**src/rtl/pbsel_pkg.sv**
```systemverilog
/*
  Package for the port B low pin function selector: register offset,
  field positions, reset value and the route structs.
  Assumes a plain strobe register port with one-cycle read latency.
*/
package pbsel_pkg;

    // register map
    localparam logic [3:0] PBSEL_ADDR_SELECT   = 4'h0;
    localparam logic [7:0] PBSEL_SELECT_RESET  = 8'h00;
    localparam logic [7:0] PBSEL_UNMAPPED_DATA = 8'h00;
    localparam logic [7:0] PBSEL_RDATA_RESET   = 8'h00;

    // field positions (low bit of each 2-bit field)
    localparam int PBSEL_BIT3_FIELD_LSB = 6;
    localparam int PBSEL_BIT2_FIELD_LSB = 4;
    localparam int PBSEL_BIT1_FIELD_LSB = 2;
    localparam int PBSEL_BIT0_FIELD_LSB = 0;

    // route per pin, one-hot except the io codes of lines 2 and 1, which also set the shared input
    typedef struct packed {
        logic plain_io;
        logic analog_channel_one;
        logic amp_one_positive_input;
    } pbsel_line3_route_t;

    typedef struct packed {
        logic plain_io;
        logic periodic_timer_clock_in;
        logic analog_channel_six;
        logic serial_transmit;
    } pbsel_line2_route_t;

    typedef struct packed {
        logic plain_io;
        logic external_interrupt_one;
        logic analog_channel_four;
        logic crystal_pin_two;
    } pbsel_line1_route_t;

    typedef struct packed {
        logic plain_io;
        logic periodic_timer_output;
        logic analog_channel_three;
        logic crystal_pin_one;
    } pbsel_line0_route_t;

endpackage

```
**src/rtl/pbsel_top.sv**
```systemverilog
/*
  Port B low pin function selector: one 8-bit select register and the
  registered per-pin route decode for port B lines 0 to 3.
  Outside reset, clock enable low freezes every flop, the read data included.
  Assumes inputs synchronous to clock_in and a master that never waits.
  The routes are plain levels; the pad ring and the peripherals act on
  them, this block drives no pin itself.
*/
`timescale 1ns/1ps
`default_nettype none

module pbsel_top
    import pbsel_pkg::*;
(
    // clock, reset, enable
    input  wire logic               clock_in,
    input  wire logic               reset_n_in,
    input  wire logic               clk_en_in,
    // register port
    input  wire logic [3:0]         reg_addr_in,
    input  wire logic [7:0]         reg_wdata_in,
    input  wire logic               reg_write_in,
    input  wire logic               reg_read_in,
    output logic      [7:0]         reg_rdata_out,
    // routes
    output var pbsel_line3_route_t  line3_route_out,
    output var pbsel_line2_route_t  line2_route_out,
    output var pbsel_line1_route_t  line1_route_out,
    output var pbsel_line0_route_t  line0_route_out
);

    logic [7:0] port_b_low_function_select_ff;

    // field views, one per shared pin
    logic [1:0] bit3_pin_route_field;
    logic [1:0] bit2_pin_route_field;
    logic [1:0] bit1_pin_route_field;
    logic [1:0] bit0_pin_route_field;
    assign bit3_pin_route_field = port_b_low_function_select_ff[PBSEL_BIT3_FIELD_LSB +: 2];
    assign bit2_pin_route_field = port_b_low_function_select_ff[PBSEL_BIT2_FIELD_LSB +: 2];
    assign bit1_pin_route_field = port_b_low_function_select_ff[PBSEL_BIT1_FIELD_LSB +: 2];
    assign bit0_pin_route_field = port_b_low_function_select_ff[PBSEL_BIT0_FIELD_LSB +: 2];

    // address decode, shared by the write path, the read path and the checks
    function automatic logic hits_select(input logic [3:0] a);
        hits_select = (a == PBSEL_ADDR_SELECT);
    endfunction

    // accepted strobes; a frozen cycle accepts nothing
    logic select_write;
    logic select_read;
    assign select_write = clk_en_in && reg_write_in && hits_select(reg_addr_in);
    assign select_read  = clk_en_in && reg_read_in && hits_select(reg_addr_in);

    // decoders used for both the next routes and the assertions
    function automatic pbsel_line3_route_t dec3(input logic [1:0] f);
        dec3 = '0;
        case (f)
            2'h1:    dec3.analog_channel_one     = 1'b1;
            2'h2:    dec3.amp_one_positive_input = 1'b1;
            default: dec3.plain_io               = 1'b1;
        endcase
    endfunction

    function automatic pbsel_line2_route_t dec2(input logic [1:0] f);
        dec2 = '0;
        case (f)
            2'h1:    dec2.analog_channel_six = 1'b1;
            2'h2:    dec2.serial_transmit    = 1'b1;
            default: begin
                dec2.plain_io                = 1'b1;
                dec2.periodic_timer_clock_in = 1'b1;
            end
        endcase
    endfunction

    function automatic pbsel_line1_route_t dec1(input logic [1:0] f);
        dec1 = '0;
        case (f)
            2'h1:    dec1.analog_channel_four = 1'b1;
            2'h3:    dec1.crystal_pin_two     = 1'b1;
            default: begin
                dec1.plain_io               = 1'b1;
                dec1.external_interrupt_one = 1'b1;
            end
        endcase
    endfunction

    function automatic pbsel_line0_route_t dec0(input logic [1:0] f);
        dec0 = '0;
        case (f)
            2'h1:    dec0.periodic_timer_output = 1'b1;
            2'h2:    dec0.analog_channel_three  = 1'b1;
            2'h3:    dec0.crystal_pin_one       = 1'b1;
            default: dec0.plain_io              = 1'b1;
        endcase
    endfunction

    // next select value: the written data, so routes move on the same edge as the register
    logic [7:0] nxt_select;
    always_comb begin
        nxt_select = port_b_low_function_select_ff;
        if (select_write) begin
            nxt_select = reg_wdata_in;
        end
    end

    // select register
    always_ff @(posedge clock_in) begin
        if (!reset_n_in) begin
            port_b_low_function_select_ff <= PBSEL_SELECT_RESET;
        end else if (clk_en_in) begin
            port_b_low_function_select_ff <= nxt_select;
        end
    end

    // routes decoded from the next value and registered, so each pin moves
    // on the same edge as the register; a field that a write leaves alone
    // keeps its flops steady, which keeps the neighbouring pins glitch free
    always_ff @(posedge clock_in) begin
        if (!reset_n_in) begin
            line3_route_out <= dec3(PBSEL_SELECT_RESET[PBSEL_BIT3_FIELD_LSB +: 2]);
        end else if (clk_en_in) begin
            line3_route_out <= dec3(nxt_select[PBSEL_BIT3_FIELD_LSB +: 2]);
        end
    end

    // line 2 route, timer clock input rides along with plain io
    always_ff @(posedge clock_in) begin
        if (!reset_n_in) begin
            line2_route_out <= dec2(PBSEL_SELECT_RESET[PBSEL_BIT2_FIELD_LSB +: 2]);
        end else if (clk_en_in) begin
            line2_route_out <= dec2(nxt_select[PBSEL_BIT2_FIELD_LSB +: 2]);
        end
    end

    // line 1 route, interrupt one input rides along with plain io
    always_ff @(posedge clock_in) begin
        if (!reset_n_in) begin
            line1_route_out <= dec1(PBSEL_SELECT_RESET[PBSEL_BIT1_FIELD_LSB +: 2]);
        end else if (clk_en_in) begin
            line1_route_out <= dec1(nxt_select[PBSEL_BIT1_FIELD_LSB +: 2]);
        end
    end

    // line 0 route
    always_ff @(posedge clock_in) begin
        if (!reset_n_in) begin
            line0_route_out <= dec0(PBSEL_SELECT_RESET[PBSEL_BIT0_FIELD_LSB +: 2]);
        end else if (clk_en_in) begin
            line0_route_out <= dec0(nxt_select[PBSEL_BIT0_FIELD_LSB +: 2]);
        end
    end

    // read data, valid only in the cycle after the read strobe
    always_ff @(posedge clock_in) begin
        if (!reset_n_in) begin
            reg_rdata_out <= PBSEL_RDATA_RESET;
        end else if (clk_en_in) begin
            if (select_read) begin
                reg_rdata_out <= port_b_low_function_select_ff;
            end else begin
                reg_rdata_out <= PBSEL_UNMAPPED_DATA;
            end
        end
    end

    // checks
    a_line3_route: assert property (@(posedge clock_in) disable iff (!reset_n_in)
        line3_route_out == dec3(bit3_pin_route_field))
        else $error("line 3 route does not match field");
    a_line2_route: assert property (@(posedge clock_in) disable iff (!reset_n_in)
        line2_route_out == dec2(bit2_pin_route_field))
        else $error("line 2 route does not match field");
    a_line1_route: assert property (@(posedge clock_in) disable iff (!reset_n_in)
        line1_route_out == dec1(bit1_pin_route_field))
        else $error("line 1 route does not match field");
    a_line0_route: assert property (@(posedge clock_in) disable iff (!reset_n_in)
        line0_route_out == dec0(bit0_pin_route_field))
        else $error("line 0 route does not match field");
    a_write_applies_next: assert property (@(posedge clock_in) disable iff (!reset_n_in)
        reset_n_in && select_write
        |=> port_b_low_function_select_ff == $past(reg_wdata_in))
        else $error("written select value not applied on next edge");
    a_readback_value: assert property (@(posedge clock_in) disable iff (!reset_n_in)
        reset_n_in && select_read
        |=> reg_rdata_out == $past(port_b_low_function_select_ff))
        else $error("read data differs from select register");
    a_frozen_hold: assert property (@(posedge clock_in) disable iff (!reset_n_in)
        reset_n_in && !clk_en_in |=> $stable(port_b_low_function_select_ff))
        else $error("select register changed while clock enable low");

    // line 3: each code against its fixed route, independent of the decoders
    a_line3_io: assert property (@(posedge clock_in) disable iff (!reset_n_in)
        bit3_pin_route_field inside {2'h0, 2'h3} |-> line3_route_out == 3'h4)
        else $error("line 3 not on plain io for an io code");
    a_line3_analog: assert property (@(posedge clock_in) disable iff (!reset_n_in)
        bit3_pin_route_field == 2'h1 |-> line3_route_out == 3'h2)
        else $error("line 3 not on analog channel one");
    a_line3_amp: assert property (@(posedge clock_in) disable iff (!reset_n_in)
        bit3_pin_route_field == 2'h2 |-> line3_route_out == 3'h1)
        else $error("line 3 not on amplifier positive input");

    // line 2: io with timer clock, analog six, serial transmit
    a_line2_io: assert property (@(posedge clock_in) disable iff (!reset_n_in)
        bit2_pin_route_field inside {2'h0, 2'h3} |-> line2_route_out == 4'hC)
        else $error("line 2 not on plain io with timer clock");
    a_line2_analog: assert property (@(posedge clock_in) disable iff (!reset_n_in)
        bit2_pin_route_field == 2'h1 |-> line2_route_out == 4'h2)
        else $error("line 2 not on analog channel six");
    a_line2_transmit: assert property (@(posedge clock_in) disable iff (!reset_n_in)
        bit2_pin_route_field == 2'h2 |-> line2_route_out == 4'h1)
        else $error("line 2 not on serial transmit");

    // line 1: io with interrupt one, analog four, crystal two
    a_line1_io: assert property (@(posedge clock_in) disable iff (!reset_n_in)
        bit1_pin_route_field inside {2'h0, 2'h2} |-> line1_route_out == 4'hC)
        else $error("line 1 not on plain io with interrupt one");
    a_line1_analog: assert property (@(posedge clock_in) disable iff (!reset_n_in)
        bit1_pin_route_field == 2'h1 |-> line1_route_out == 4'h2)
        else $error("line 1 not on analog channel four");
    a_line1_crystal: assert property (@(posedge clock_in) disable iff (!reset_n_in)
        bit1_pin_route_field == 2'h3 |-> line1_route_out == 4'h1)
        else $error("line 1 not on crystal pin two");

    // line 0: io, timer output, analog three, crystal one
    a_line0_io: assert property (@(posedge clock_in) disable iff (!reset_n_in)
        bit0_pin_route_field == 2'h0 |-> line0_route_out == 4'h8)
        else $error("line 0 not on plain io");
    a_line0_timer: assert property (@(posedge clock_in) disable iff (!reset_n_in)
        bit0_pin_route_field == 2'h1 |-> line0_route_out == 4'h4)
        else $error("line 0 not on timer output");
    a_line0_analog: assert property (@(posedge clock_in) disable iff (!reset_n_in)
        bit0_pin_route_field == 2'h2 |-> line0_route_out == 4'h2)
        else $error("line 0 not on analog channel three");
    a_line0_crystal: assert property (@(posedge clock_in) disable iff (!reset_n_in)
        bit0_pin_route_field == 2'h3 |-> line0_route_out == 4'h1)
        else $error("line 0 not on crystal pin one");

    // a write that keeps a field must leave that pin alone
    a_line3_untouched: assert property (@(posedge clock_in) disable iff (!reset_n_in)
        reset_n_in && select_write
        && reg_wdata_in[PBSEL_BIT3_FIELD_LSB +: 2] == bit3_pin_route_field
        |=> $stable(line3_route_out))
        else $error("line 3 route moved on a write that kept its field");
    a_line2_untouched: assert property (@(posedge clock_in) disable iff (!reset_n_in)
        reset_n_in && select_write
        && reg_wdata_in[PBSEL_BIT2_FIELD_LSB +: 2] == bit2_pin_route_field
        |=> $stable(line2_route_out))
        else $error("line 2 route moved on a write that kept its field");
    a_line1_untouched: assert property (@(posedge clock_in) disable iff (!reset_n_in)
        reset_n_in && select_write
        && reg_wdata_in[PBSEL_BIT1_FIELD_LSB +: 2] == bit1_pin_route_field
        |=> $stable(line1_route_out))
        else $error("line 1 route moved on a write that kept its field");
    a_line0_untouched: assert property (@(posedge clock_in) disable iff (!reset_n_in)
        reset_n_in && select_write
        && reg_wdata_in[PBSEL_BIT0_FIELD_LSB +: 2] == bit0_pin_route_field
        |=> $stable(line0_route_out))
        else $error("line 0 route moved on a write that kept its field");

    // exclusive functions never overlap; the shared io inputs pair with io
    a_line3_single: assert property (@(posedge clock_in) disable iff (!reset_n_in)
        $onehot(line3_route_out))
        else $error("line 3 route not exactly one function");
    a_line2_single: assert property (@(posedge clock_in) disable iff (!reset_n_in)
        $onehot({line2_route_out.plain_io, line2_route_out.analog_channel_six,
                 line2_route_out.serial_transmit})
        && line2_route_out.plain_io == line2_route_out.periodic_timer_clock_in)
        else $error("line 2 route functions overlap");
    a_line1_single: assert property (@(posedge clock_in) disable iff (!reset_n_in)
        $onehot({line1_route_out.plain_io, line1_route_out.analog_channel_four,
                 line1_route_out.crystal_pin_two})
        && line1_route_out.plain_io == line1_route_out.external_interrupt_one)
        else $error("line 1 route functions overlap");
    a_line0_single: assert property (@(posedge clock_in) disable iff (!reset_n_in)
        $onehot(line0_route_out))
        else $error("line 0 route not exactly one function");

    // frozen cycles hold the routes and the read data too
    a_routes_frozen: assert property (@(posedge clock_in) disable iff (!reset_n_in)
        reset_n_in && !clk_en_in
        |=> $stable(line3_route_out) && $stable(line2_route_out)
            && $stable(line1_route_out) && $stable(line0_route_out))
        else $error("route changed while clock enable low");
    a_rdata_frozen: assert property (@(posedge clock_in) disable iff (!reset_n_in)
        reset_n_in && !clk_en_in |=> $stable(reg_rdata_out))
        else $error("read data changed while clock enable low");

    // read data fall back to the unmapped value outside the answer cycle
    a_rdata_idle: assert property (@(posedge clock_in) disable iff (!reset_n_in)
        reset_n_in && clk_en_in && !select_read |=> reg_rdata_out == PBSEL_UNMAPPED_DATA)
        else $error("read data not back at the unmapped value");

    // writes to other places leave the register alone
    a_unmapped_write: assert property (@(posedge clock_in) disable iff (!reset_n_in)
        reset_n_in && clk_en_in && reg_write_in && !hits_select(reg_addr_in)
        |=> $stable(port_b_low_function_select_ff))
        else $error("write to another place changed the select register");

    // reset clears the register and the read data, whatever the enable
    a_reset_values: assert property (@(posedge clock_in)
        !reset_n_in |=> port_b_low_function_select_ff == PBSEL_SELECT_RESET
            && reg_rdata_out == PBSEL_RDATA_RESET && line0_route_out.plain_io)
        else $error("reset did not clear the selector");

endmodule // pbsel_top

`default_nettype wire
```
**config.mk**
```make
export PLATFORM = sky130hd
export DESIGN_NAME = pbsel_top
export DESIGN_NICKNAME = d
export VERILOG_FILES = /design/src/rtl/pbsel_pkg.sv /design/src/rtl/pbsel_top.sv
export SDC_FILE = /design/constraint.sdc
export NUM_CORES = 1
export LEC_CHECK = 0
export BUFFER_PORTS_ARGS = -buffer_cell sky130_fd_sc_hd__buf_2
export CORE_AREA = 10 10 68 59
export CTS_BUF_LIST = sky130_fd_sc_hd__clkbuf_4 sky130_fd_sc_hd__clkbuf_8
export DETAILED_ROUTE_END_ITERATION = 8
export DIE_AREA = 0 0 78 69
export HOLD_SLACK_MARGIN = 0.15
export PLACE_DENSITY = 0.83
export REMOVE_ABC_BUFFERS = 1
export SETUP_SLACK_MARGIN = 0.05
export SLEW_MARGIN = 20
export SYNTH_ARGS = -nofsm -noshare
export SYNTH_HDL_FRONTEND = slang
export SYNTH_SLANG_ARGS = --single-unit
```
**constraint.sdc**
```tcl
create_clock -name clock_in -period 2 [get_ports clock_in]
set_input_delay 0.2 -clock clock_in [delete_from_list [all_inputs] [get_ports clock_in]]
set_output_delay 0.2 -clock clock_in [all_outputs]
set_load 0.02 [all_outputs]
```
Yosys cells after proc, flatten, opt, wreduce, memory -nomap -nowiden
Cells that the tools add are included.

Equality and inequality tests: 9. Muxes and demuxes: 15. Reductions and logical operators: 9.

Operator list (number): 2-to-1 mux 8 bit (2); 2-to-1 mux 1 bit (11); == test 2 bit (second input constant) (5); == test 2 x 1 -> 1 bit (second input constant) (4); OR reduction 2 bit (3); logical AND 1 bit (4); zero test 4 bit (1); 2-to-1 mux 2 bit (2); OR reduction 3 bit (1).

Bits in registers: 31. Input port bits: 17. Output and inout bits: 23. Word-level logic and storage cells: 50.

Longest topological paths before layout
Gate-level depths: netlist of run 1.

Word-level depth: 6. Gate-level depth with buffers: 8. Gate-level depth less buffers: 7.

Worst setup path after synthesis of run 1
Ideal clock, no wire load.

Path kind: input-to-reg. Start: input port reg_addr_in[0]. End: register line3_route_out[2] (netlist name). Setup time: 125 ps. Arrival time: 1556 ps. Data required time: 1875 ps. Slack: 319 ps. Cell stages on the path: 8. Buffers on the path: 1. Cells stage by stage: nor3b_2 -> nand2_4 -> buf_6 -> mux2i_1 -> inv_1 -> ha_1 -> mux2i_1 -> nand2_1.

Word-level cells in the longest chain between the ends: 6. Elaborated cells on any way between the ends: 7. Those cells by class: eq/ne: 2; mux: 2; reduce/logical: 3.

Ends and longest elaborated chain: from (decl) (RTL line pbsel_top.sv:20) `input wire logic [3:0] reg_addr_in,`; zero test 4 bit (*) (RTL line pbsel_top.sv:46) `hits_select = (a == PBSEL_ADDR_SELECT);`; logical AND 1 bit (*) (RTL line pbsel_top.sv:52) `assign select_write = clk_en_in && reg_write_in && hits_select(reg_addr_in);`; 2-to-1 mux 8 bit (*) (RTL line pbsel_top.sv:103) `if (select_write) begin`; via nxt_select[7] (RTL line pbsel_top.sv:100) `logic [7:0] nxt_select;`; == test 2 bit or == test 2 x 1 -> 1 bit (tied branches) (RTL line pbsel_top.sv:58) `case (f)`; OR reduction 2 bit (no source line) (*); 2-to-1 mux 1 bit (*) (RTL line pbsel_top.sv:58); to (signal assigned) (RTL line pbsel_top.sv:122) `line3_route_out <= dec3(PBSEL_SELECT_RESET[PBSEL_BIT3_FIELD_LSB +: 2]);`; to (signal assigned) (RTL line pbsel_top.sv:124) `line3_route_out <= dec3(nxt_select[PBSEL_BIT3_FIELD_LSB +: 2]);`; to (decl) (RTL line pbsel_top.sv:26) `output var pbsel_line3_route_t line3_route_out,`.

The timed path passes the listed nets; every way through them passes the cells marked *. A chain may end at the register's enable or synchronous reset.

Worst setup path in the final report of run 1
Start: input port reg_addr_in[0]. End: register line2_route_out[3] (netlist name).

Word-level cells in the longest chain between the ends: 6. Elaborated cells on any way between the ends: 7. Those cells by class: eq/ne: 2; mux: 2; reduce/logical: 3.

Ends and longest elaborated chain: zero test 4 bit (*) (RTL line pbsel_top.sv:46); logical AND 1 bit (*) (RTL line pbsel_top.sv:52); 2-to-1 mux 8 bit (*) (RTL line pbsel_top.sv:103); via nxt_select[5] (RTL line pbsel_top.sv:100); == test 2 bit or == test 2 x 1 -> 1 bit (tied branches) (RTL line pbsel_top.sv:67) `case (f)`; OR reduction 2 bit (no source line) (*); 2-to-1 mux 2 bit (*) (RTL line pbsel_top.sv:67); to (signal assigned) (RTL line pbsel_top.sv:131) `line2_route_out <= dec2(PBSEL_SELECT_RESET[PBSEL_BIT2_FIELD_LSB +: 2]);`; to (signal assigned) (RTL line pbsel_top.sv:133) `line2_route_out <= dec2(nxt_select[PBSEL_BIT2_FIELD_LSB +: 2]);`; to (decl) (RTL line pbsel_top.sv:27) `output var pbsel_line2_route_t line2_route_out,`.

Marks and branches as above.

==> impl_metrics.py, run 1 <==
metrics = {
    "global_route": {
        "grt_usage": 0.107,
        "grt_first_pass_wirelength_mm": 4.75,
        "antenna_found_initial": 0,
        "grt_pass1_vias": 1023,
        "overflow": 0,
        "grt_max_degree": 23,
    },
    "floorplanning": {
        "die_w_um": 78,
        "start_util": 0.460,
        "placementRows": 17,
        "dieArea_um2": 5380,
        "core_um2": 2660,
        "die_y_um": 69,
        "ioPinCount": 40,
    },
    "timing": {
        "slew_headroom": 0.632,
        "setup_violations": 0,
        "hold_violations": 0,
        "fmax_ghz": 0.707,
        "slew_viol_final": 0,
        "tightest_slew_ns": 0.551,
        "setup_tns_ns": 0,
        "rsz0062_at_grt": "no",
        "finalCriticalPeriod_ns": 1.41,
        "skew_ns": 0.00476,
        "fin_crit_sh": 0.707,
    },
    "synth": {
        "synth_edf_count": 0,
        "synth_top_area_cell": "dfxtp_1",
        "syn_area_um2": 1220,
        "yosysSeqAreaShare": 0.474,
        "netlist_instances": 119,
        "yosys_warnings": 0,
        "synth_common_cells": "dfxtp_1, mux2i_1, nor2b_1",
        "synth_top_area_share": 0.474,
        "ys_top_cells_by_area": "dfxtp_1, mux2i_1, a22o_1",
        "synth.distinct_cells": 29,
        "yosysMostFrequentCell": "dfxtp_1",
        "yosys_register_bits": 29,
        "ys.flop_type": "dfxtp_1",
        "syn_avg_cell_area_um2": 10.3,
        "synthArstFlopShare": 0,
    },
    "layout": {
        "regArea_um2": 581,
        "fill_cells": 255,
        "syn_to_final_growth_pct": 22.5,
        "antenna_cells": 0,
        "finalNonFillerCells": 197,
        "final_nets": 180,
        "drive_gt1_frac": 0.333,
        "multi_input_area_um2": 572,
    },
    "critical_path": {
        "r2r_slack_ns": 0.76,
        "cp.required_ns": 2.20,
        "cp_slowest_cell": "mux2i_1",
        "endpoint_kind": "register",
        "critical_path_class": "in -> reg",
        "start_kind": "primary input",
        "crit_fanout": 14,
        "crit_top_cell": "mux2i_1",
        "crit_buf_inv": 2,
        "cp.arrival_ns": 1.62,
        "crit_family": "simple AND/OR/NAND/NOR gates",
        "worstPathCellList": "buf_2 -> nor3b_2 -> nand2_4 -> mux2i_1 -> inv_1 -> ha_1 -> mux2i_1 -> nand2_1",
        "max_stage_delay_ns": 0.30,
    },
    "cts": {
        "clockBufferDepth": 2,
        "h-tree-depth": 2,
        "cts_made_buffers": 5,
        "cts_sinks": 29,
        "cts_hold_buf": 0,
        "clockRootBuffer": "clkbuf_4",
        "cts-resized-gates": 0,
        "insertion_delay_ns": 0.31,
        "cts_tree": "built",
        "clk_pin_slew_ns": 0.08,
        "cts_setup_buffers": 0,
    },
    "pwr": {
        "ir_drop_uv": 316,
        "p_leak_uw": 0.000744,
        "finalPower_uw": 1050,
        "cellPowerDensity_nw_per_um2": 700,
    },
    "detailed_routing": {
        "vias": 1003,
        "routed_via_density": 5.09,
        "wl_per_cell_um": 14.4,
        "first_iter_violations": 87,
        "drt_wl_total_mm": 2.85,
        "ant_nets": 0,
        "drc": 0,
        "dr.pass1.iters": 4,
    },
    "run": {
        "cap_violations": 0,
    },
    "placed_design": {
        "hpwl_mm": 2.11,
        "place.gp.congestion": 0.817,
        "dp_cells": 190,
        "portBuffers": 39,
    },
    "status": {
        "outcome": "finished clean",
    },
    "worst_hold_path": {
        "hp-class": "in -> reg",
    },
}
-- sequential cells by signal, summed over array words and instances, names as in the netlist, named ones only --
| signal | cells |
|---|---|
| line0_route_out | 4 |
| line1_route_out | 3 |
| line2_route_out | 3 |
| line3_route_out | 3 |
| port_b_low_function_select_ff | 7 |
| reg_rdata_out | 8 |
-- cell families (layout without fill, tap and decap cells) --
family,count (synthesis),in the layout,share of synthesized area
muxes,12,12,0.0982
and+or+nand+nor,36,36,0.191
buffers and inverters,15,55,0.0583
AOI/OAI and AO/OA,23,23,0.137
adders and majority gates,4,4,0.0409
DFF,29,29,0.474
-- layer usage --
metal,track usage,vias up,share of wire
li1,-,493,-
met1,0.137,454,0.49
met2,0.145,51,0.38
met3,0.0646,5,0.11
met4,0.0296,0,0.011
met5,0,-,0
-- worst min-delay path, stage by stage --
cell and delay [ns]:
buf_2 0.11, nand3_1 0.06, a21boi_0 0.07
-- through the flow --
| step | hold slack [ns] | utilization | setup slack [ns] | cell area (µm²) |
|---|---|---|---|---|
| finish | 0.184 | 0.564 | 0.586 | 1500 |
| global route | 0.181 | 0.564 | 0.496 | 1500 |
| CTS | 0.166 | 0.564 | 0.588 | 1500 |
| detailed placement | 0.452 | 0.542 | 0.266 | 1440 |
| global placement | 0.451 | 0.542 | 0.341 | 1440 |
| floorplan | 0.262 | - | 0.387 | 1170 |
-- cell usage in the layout (no fill, tap or decap), types with 4 or more instances in the layout --
cell type,n
dfxtp_1,29
o21ai_0,5
mux2i_1,12
a22o_1,8
inv_1,6
a31oi_1,4
buf_2,39
ha_1,4
nand2_1,5
nor2b_1,11
nor2_1,5
clkbuf_4,6
-- layout make-up --
class,count,share of cell area
tap,38,0.0317
sequential,29,0.387
clock buffer,7,0.0392
multi-input combinational,75,0.381
timing repair buffer,42,0.145
inverter,6,0.0150
-- final timing paths --
path / from / to / depth (start not counted)
max: reg_addr_in[0] / line2_route_out[3]$_SDFFE_PN1P_ / 8
min: reg_wdata_in[3] / port_b_low_function_select_ff[3]$_SDFFE_PN0P_ / 3
max reg2reg: port_b_low_function_select_ff[5]$_SDFFE_PN0P_ / line2_route_out[3]$_SDFFE_PN1P_ / 5
min reg2reg: reg_rdata_out[7]$_SDFFE_PN0P_ / reg_rdata_out[7]$_SDFFE_PN0P_ / 1
-- report_power, final --
group | internal [µW] | total [µW] | switching (µW) | leakage (µW)
logic | 41.4 | 96.5 | 55.1 | 0.000474
registers | 587 | 593 | 5.97 | 0.000235
clock network | 179 | 360 | 181 | 0.0000348
Power figures use the tool's default switching activity.
==> run 2: changes to the inputs <==
--- a/config.mk
+++ b/config.mk
@@ -6,12 +6,12 @@
 export NUM_CORES = 1
 export LEC_CHECK = 0
 export BUFFER_PORTS_ARGS = -buffer_cell sky130_fd_sc_hd__buf_2
-export CORE_AREA = 10 10 68 59
+export CORE_AREA = 10 10 69 60
 export CTS_BUF_LIST = sky130_fd_sc_hd__clkbuf_4 sky130_fd_sc_hd__clkbuf_8
 export DETAILED_ROUTE_END_ITERATION = 8
-export DIE_AREA = 0 0 78 69
+export DIE_AREA = 0 0 79 70
 export HOLD_SLACK_MARGIN = 0.15
-export PLACE_DENSITY = 0.83
+export PLACE_DENSITY = 0.84
 export REMOVE_ABC_BUFFERS = 1
 export SETUP_SLACK_MARGIN = 0.05
 export SLEW_MARGIN = 20
==> constraint.sdc (replaced) <==
create_clock -name clock_in -period 1.15 [get_ports clock_in]
set_input_delay 0.115 -clock clock_in [delete_from_list [all_inputs] [get_ports clock_in]]
set_output_delay 0.115 -clock clock_in [all_outputs]
set_load 0.02 [all_outputs]
==> run 2 against run 1 <==
- register-to-register slack got worse by 0.72 ns
- die area rose by 2.7%
- clock power rose by 75%
- first-iteration DRC count rose by 17%
- global-route usage rose by 1.2 points
- utilization rose by 3.2 points
- hold slack improved by 0.0075 ns
- via count rose by 8.9%
- sequential power rose by 74%
- highest routed layer unchanged
==> impl_metrics.py, run 2 (same netlist as run 1, synthesis figures left out) <==
metrics = {
    "layout": {
        "final_nets": 194,
        "syn_to_final_growth_pct": 40.4,
        "mostFrequentLayoutCells": "buf_2, dfxtp_1, buf_4, nor2b_1, mux2i_1",
        "drive_gt1_frac": 0.439,
        "utilization": 0.596,
        "layout_commonest_cell": "buf_2",
        "regMostFlops": "reg_rdata_out",
        "antenna_cells": 0,
        "largest_reg_flops": 8,
        "reg_top3": "reg_rdata_out (8), port_b_low_function_select_ff (7), line0_route_out (4)",
    },
    "timing": {
        "fin_hold_ws_ns": 0.191,
        "setup_slack_ns": 0.0329,
        "rsz0062_at_grt": "yes",
        "slew_headroom": 0.587,
        "fmax_ghz": 0.895,
        "tightest_slew_ns": 0.618,
        "hold_violations": 0,
        "finalCriticalPeriod_ns": 1.12,
        "setup_violations": 0,
        "slew_viol_final": 0,
        "skew_ns": 0.00633,
        "fin_crit_sh": 0.971,
    },
    "global_route": {
        "antenna_found_initial": 0,
        "grt_first_pass_wirelength_mm": 5.36,
        "grt_pass1_vias": 1133,
        "grt_usage": 0.119,
        "grt_max_degree": 23,
        "overflow": 0,
    },
    "floorplanning": {
        "ioPinCount": 40,
        "start_util": 0.424,
        "die_y_um": 70,
        "placementRows": 18,
        "dieArea_um2": 5530,
        "core_um2": 2880,
        "die_w_um": 79,
    },
    "critical_path": {
        "crit_top_cell": "mux2i_1",
        "cp.arrival_ns": 1.33,
        "cp.required_ns": 1.36,
        "start_kind": "primary input",
        "crit_buf_inv": 2,
        "critical_path_class": "in -> reg",
        "cp_slowest_cell": "ha_1",
        "crit_fanout": 5,
        "worstPathCellList": "buf_6 -> nor3b_4 -> nand2_4 -> mux2i_1 -> inv_1 -> ha_1 -> mux2i_1 -> nand2_1",
        "max_stage_delay_ns": 0.27,
        "crit_family": "simple AND/OR/NAND/NOR gates",
        "endpoint_kind": "register",
    },
    "cts": {
        "clockBufferDepth": 2,
        "clockRootBuffer": "clkbuf_4",
        "h-tree-depth": 2,
        "insertion_delay_ns": 0.32,
        "cts_sinks": 29,
        "cts_made_buffers": 5,
        "clk_pin_slew_ns": 0.08,
        "cts_tree": "built",
    },
    "pwr": {
        "p_leak_uw": 0.000811,
        "ir_drop_uv": 620,
        "cellPowerDensity_nw_per_um2": 1100,
    },
    "detailed_routing": {
        "vias": 1092,
        "first_iter_violations": 102,
        "dr.pass1.iters": 4,
        "routed_via_density": 5.13,
        "ant_nets": 0,
        "drt_wl_total_mm": 3.37,
        "wl_per_cell_um": 15.8,
        "drc": 0,
    },
    "run": {
        "cap_violations": 0,
    },
    "placed_design": {
        "place.gp.congestion": 0.824,
        "dp_slack_ns": -0.400,
        "portBuffers": 39,
        "hpwl_mm": 2.27,
    },
    "status": {
        "outcome": "finished clean",
    },
    "worst_hold_path": {
        "hp-class": "in -> reg",
    },
}
[run 2: cell count changes in the layout (fill, tap and decap cells not counted), moves of 4 or more]
cell | before | now
dfxtp_1 | 29 | 24
buf_4 | 3 | 12
dlygate4sd3_1 | 0 | 4
buf_2 | 39 | 35
buf_6 | 0 | 4
dfxtp_2 | 0 | 5
[run 2: timing repair]
action	4_1_cts	5_1_grt
hold buffers	5	0
gates resized for setup	8	18
pin swaps	5	5
buffers inserted	1	1
setup endpoints to repair	5	10
hold endpoints to repair	8	0
[run 2: worst paths after layout]
kind                                                  from  depth (start not counted)                         endpoint  slack, ns
min reg2reg                line3_route_out[2]$_SDFFE_PN1P_                          2  line3_route_out[2]$_SDFFE_PN1P_       0.47
max reg2reg  port_b_low_function_select_ff[5]$_SDFFE_PN0P_                          5  line2_route_out[3]$_SDFFE_PN1P_       0.04
min                                             reset_n_in                          3                         register       0.19
max                                         reg_addr_in[3]                          8  line2_route_out[3]$_SDFFE_PN1P_       0.03
[run 2: area by class of cell]
cell class,count,area [µm²]
clock buffer,7,58.8
fill,260,1160
inverter,6,22.5
multi-input combinational,75,637
sequential,29,587
tap,40,50.0
timing repair buffer,56,363
[run 2: metrics by stage]
step           setup TNS (ns)  cell area (µm²)  total power [µW]  cells
2_1_floorplan           -2.08             1170              1130    110
4_1_cts                     0             1650              1890    212
3_5_place_dp            -4.51             1500              1240    199
6_report                    0             1720              1890    213
5_1_grt               -0.0300             1720              1970    213
3_3_place_gp            -3.54             1500              1230    199
[run 2: per-layer routing]
metal	global-route usage	vias to the layer above	wire length, µm
met4	0.0298	0	27
li1	-	527	-
met1	0.127	509	1360
met2	0.198	50	1670
met3	0.0652	6	310
met5	0	-	0
[run 2: worst min-delay path: stages]
cell and delay, ns:
buf_2 0.11, buf_4 0.13, nor2b_1 0.11
[run 2: power breakdown]
group	internal, µW	switching [µW]
clock	312	317
sequential	1020	11.5
combinational	109	114
==> run 3: changes to the inputs <==
--- a/config.mk
+++ b/config.mk
@@ -12,7 +12,6 @@
 export DIE_AREA = 0 0 79 70
 export HOLD_SLACK_MARGIN = 0.15
 export PLACE_DENSITY = 0.84
-export REMOVE_ABC_BUFFERS = 1
 export SETUP_SLACK_MARGIN = 0.05
 export SLEW_MARGIN = 20
 export SYNTH_ARGS = -nofsm -noshare
==> run 3 against run 2 <==
- the run now ends with setup timing left
- die area stayed put
- sequential cell count stayed put
- global-route usage is 0.62 points lower
- critical endpoint unchanged
- highest routed layer unchanged
==> impl_metrics.py, run 3 (same netlist as run 1, synthesis figures left out) <==
metrics = {
    "critical_path": {
        "crit_fanout": 2,
        "crit_top_cell": "mux2i_1",
        "cp_slowest_cell": "dfxtp_2",
        "max_stage_delay_ns": 0.33,
        "cp.arrival_ns": 1.37,
        "worstPathCellList": "mux2i_1 -> inv_1 -> ha_1 -> mux2i_1 -> nand2_1",
        "start_kind": "register",
        "crit_buf_inv": 1,
        "critical_path_class": "reg -> reg",
        "crit_family": "flip-flops",
        "cp.required_ns": 1.36,
        "endpoint_kind": "register",
    },
    "cts": {
        "clockBufferDepth": 2,
        "cts_sinks": 29,
        "cts_tree": "built",
        "h-tree-depth": 2,
        "clockRootBuffer": "clkbuf_4",
        "cts_made_buffers": 5,
        "insertion_delay_ns": 0.32,
        "clk_pin_slew_ns": 0.09,
    },
    "layout": {
        "final_nets": 190,
        "antenna_cells": 0,
        "syn_to_final_growth_pct": 31.7,
        "layout_commonest_cell": "buf_2",
        "mostFrequentLayoutCells": "buf_2, dfxtp_1, nor2b_1, mux2i_1, buf_4",
        "largest_reg_flops": 8,
        "drive_gt1_frac": 0.406,
        "reg_top3": "reg_rdata_out (8), port_b_low_function_select_ff (7), line0_route_out (4)",
        "fill_cells": 289,
        "regMostFlops": "reg_rdata_out",
        "finalNonFillerCells": 210,
        "fin_area_um2": 1610,
    },
    "placed_design": {
        "dp_cells": 196,
        "placed_area_um2": 1490,
        "place.gp.congestion": 0.826,
        "hpwl_mm": 2.28,
        "portBuffers": 39,
    },
    "timing": {
        "tightest_slew_ns": 0.615,
        "finalCriticalPeriod_ns": 1.16,
        "setup_violations": 2,
        "hold_violations": 0,
        "slew_viol_final": 0,
        "fmax_ghz": 0.862,
        "skew_ns": 0.00577,
        "fin_hold_ws_ns": 0.164,
        "slew_headroom": 0.589,
        "setup_slack_ns": -0.00966,
        "fin_crit_sh": 1.01,
        "rsz0062_at_grt": "yes",
    },
    "floorplanning": {
        "dieArea_um2": 5530,
        "die_w_um": 79,
        "ioPinCount": 40,
        "start_util": 0.424,
        "placementRows": 18,
        "core_um2": 2880,
        "die_y_um": 70,
    },
    "pwr": {
        "seqPwrFrac": 0.567,
        "finalPower_uw": 1820,
        "p_sw_uw": 456,
        "cellPowerDensity_nw_per_um2": 1130,
        "p_int_uw": 1370,
        "power_frac_comb": 0.105,
        "ir_drop_uv": 841,
        "clockPowerShare": 0.328,
        "sw_frac_of_total": 0.250,
        "p_leak_uw": 0.000782,
    },
    "synth": {
        "synth_nets": 140,
    },
    "status": {
        "outcome": "finished with violations",
        "violations": "setup timing",
    },
    "detailed_routing": {
        "met1Wirelength_mm": 1.31,
        "drt_wl_total_mm": 3.11,
        "drc": 0,
        "vias": 1061,
        "met2WireLength_mm": 1.54,
        "dr.pass1.iters": 4,
        "routed_via_density": 5.05,
        "highest_layer": "met4",
        "ant_nets": 0,
        "wl_met3_um": 227,
        "first_iter_violations": 67,
        "wl_per_cell_um": 14.8,
    },
    "worst_hold_path": {
        "hp-class": "in -> reg",
    },
    "global_route": {
        "overflow": 0,
        "grt_max_degree": 23,
        "grt_first_pass_wirelength_mm": 5.06,
        "grt_pass1_vias": 1116,
        "antenna_found_initial": 0,
        "grt_usage": 0.113,
    },
    "run": {
        "cap_violations": 0,
    },
}
## run 3: cell count changes in the layout (fill, tap and decap cells not counted), sizes merged
cell         change
clkinv           +2
dlygate4sd3      -1
buf              -3
clkbuf           -1
## run 3: tightest hold or removal path, stage by stage
cell	delay, ns
buf_2	0.09
or3_1	0.10
a41oi_1	0.11
## run 3: power groups by stage
stage               registers [µW]  logic, µW  clock network, µW
global placement              1050        171                  0
global route                  1040        208                680
finish                        1030        192                598
CTS                           1030        191                616
floorplan                     1070       85.6                  0
detailed placement            1060        177                  0
## run 3: layer usage
metal / global-route usage / vias to the layer above
met1: 0.119 / 510
met4: 0.0219 / 0
met2: 0.192 / 30
met5: 0 / -
met3: 0.0627 / 4
li1: - / 517
## run 3: path summary, 6_finish.rpt
check / from / to / slack, ns / depth (start not counted)
max: port_b_low_function_select_ff[5]$_SDFFE_PN0P_ / line2_route_out[3]$_SDFFE_PN1P_ / -0.01 / 5
min: reg_wdata_in[0] / line0_route_out[3]$_SDFFE_PN1P_ / 0.16 / 3
max reg2reg: port_b_low_function_select_ff[5]$_SDFFE_PN0P_ / line2_route_out[3]$_SDFFE_PN1P_ / -0.01 / 5
min reg2reg: port_b_low_function_select_ff[5]$_SDFFE_PN0P_ / reg_rdata_out[5]$_SDFFE_PN0P_ / 0.48 / 1
## run 3: timing repair
action,in CTS,in global routing
resized for setup,5,4
cloned,0,0
endpoints found under the hold margin,7,0
setup buffers,2,0
endpoints found under the setup margin,6,9
pin swaps,1,1
hold buffers,4,0
## run 3: layout make-up
class                   count  area [µm²]  share of cell area
flip-flops and latches     29         587               0.364
inverters                   6        22.5              0.0140
well taps                  40        50.0              0.0311
clock buffers               6        45.0              0.0280
clock inverters             2        10.0             0.00621
multi-input cells          75         592               0.367
repair buffers             52         305               0.189
## run 3: per-stage QoR
| step | util | TNS, ns | setup WS [ns] |
|---|---|---|---|
| finish | 0.559 | -0.0104 | -0.00966 |
| global route | 0.559 | -0.241 | -0.0785 |
| CTS | 0.557 | -0.0146 | -0.0106 |
| detailed placement | 0.515 | -4.20 | -0.403 |
| global placement | 0.515 | -2.97 | -0.271 |
| floorplan | - | -1.34 | -0.345 |
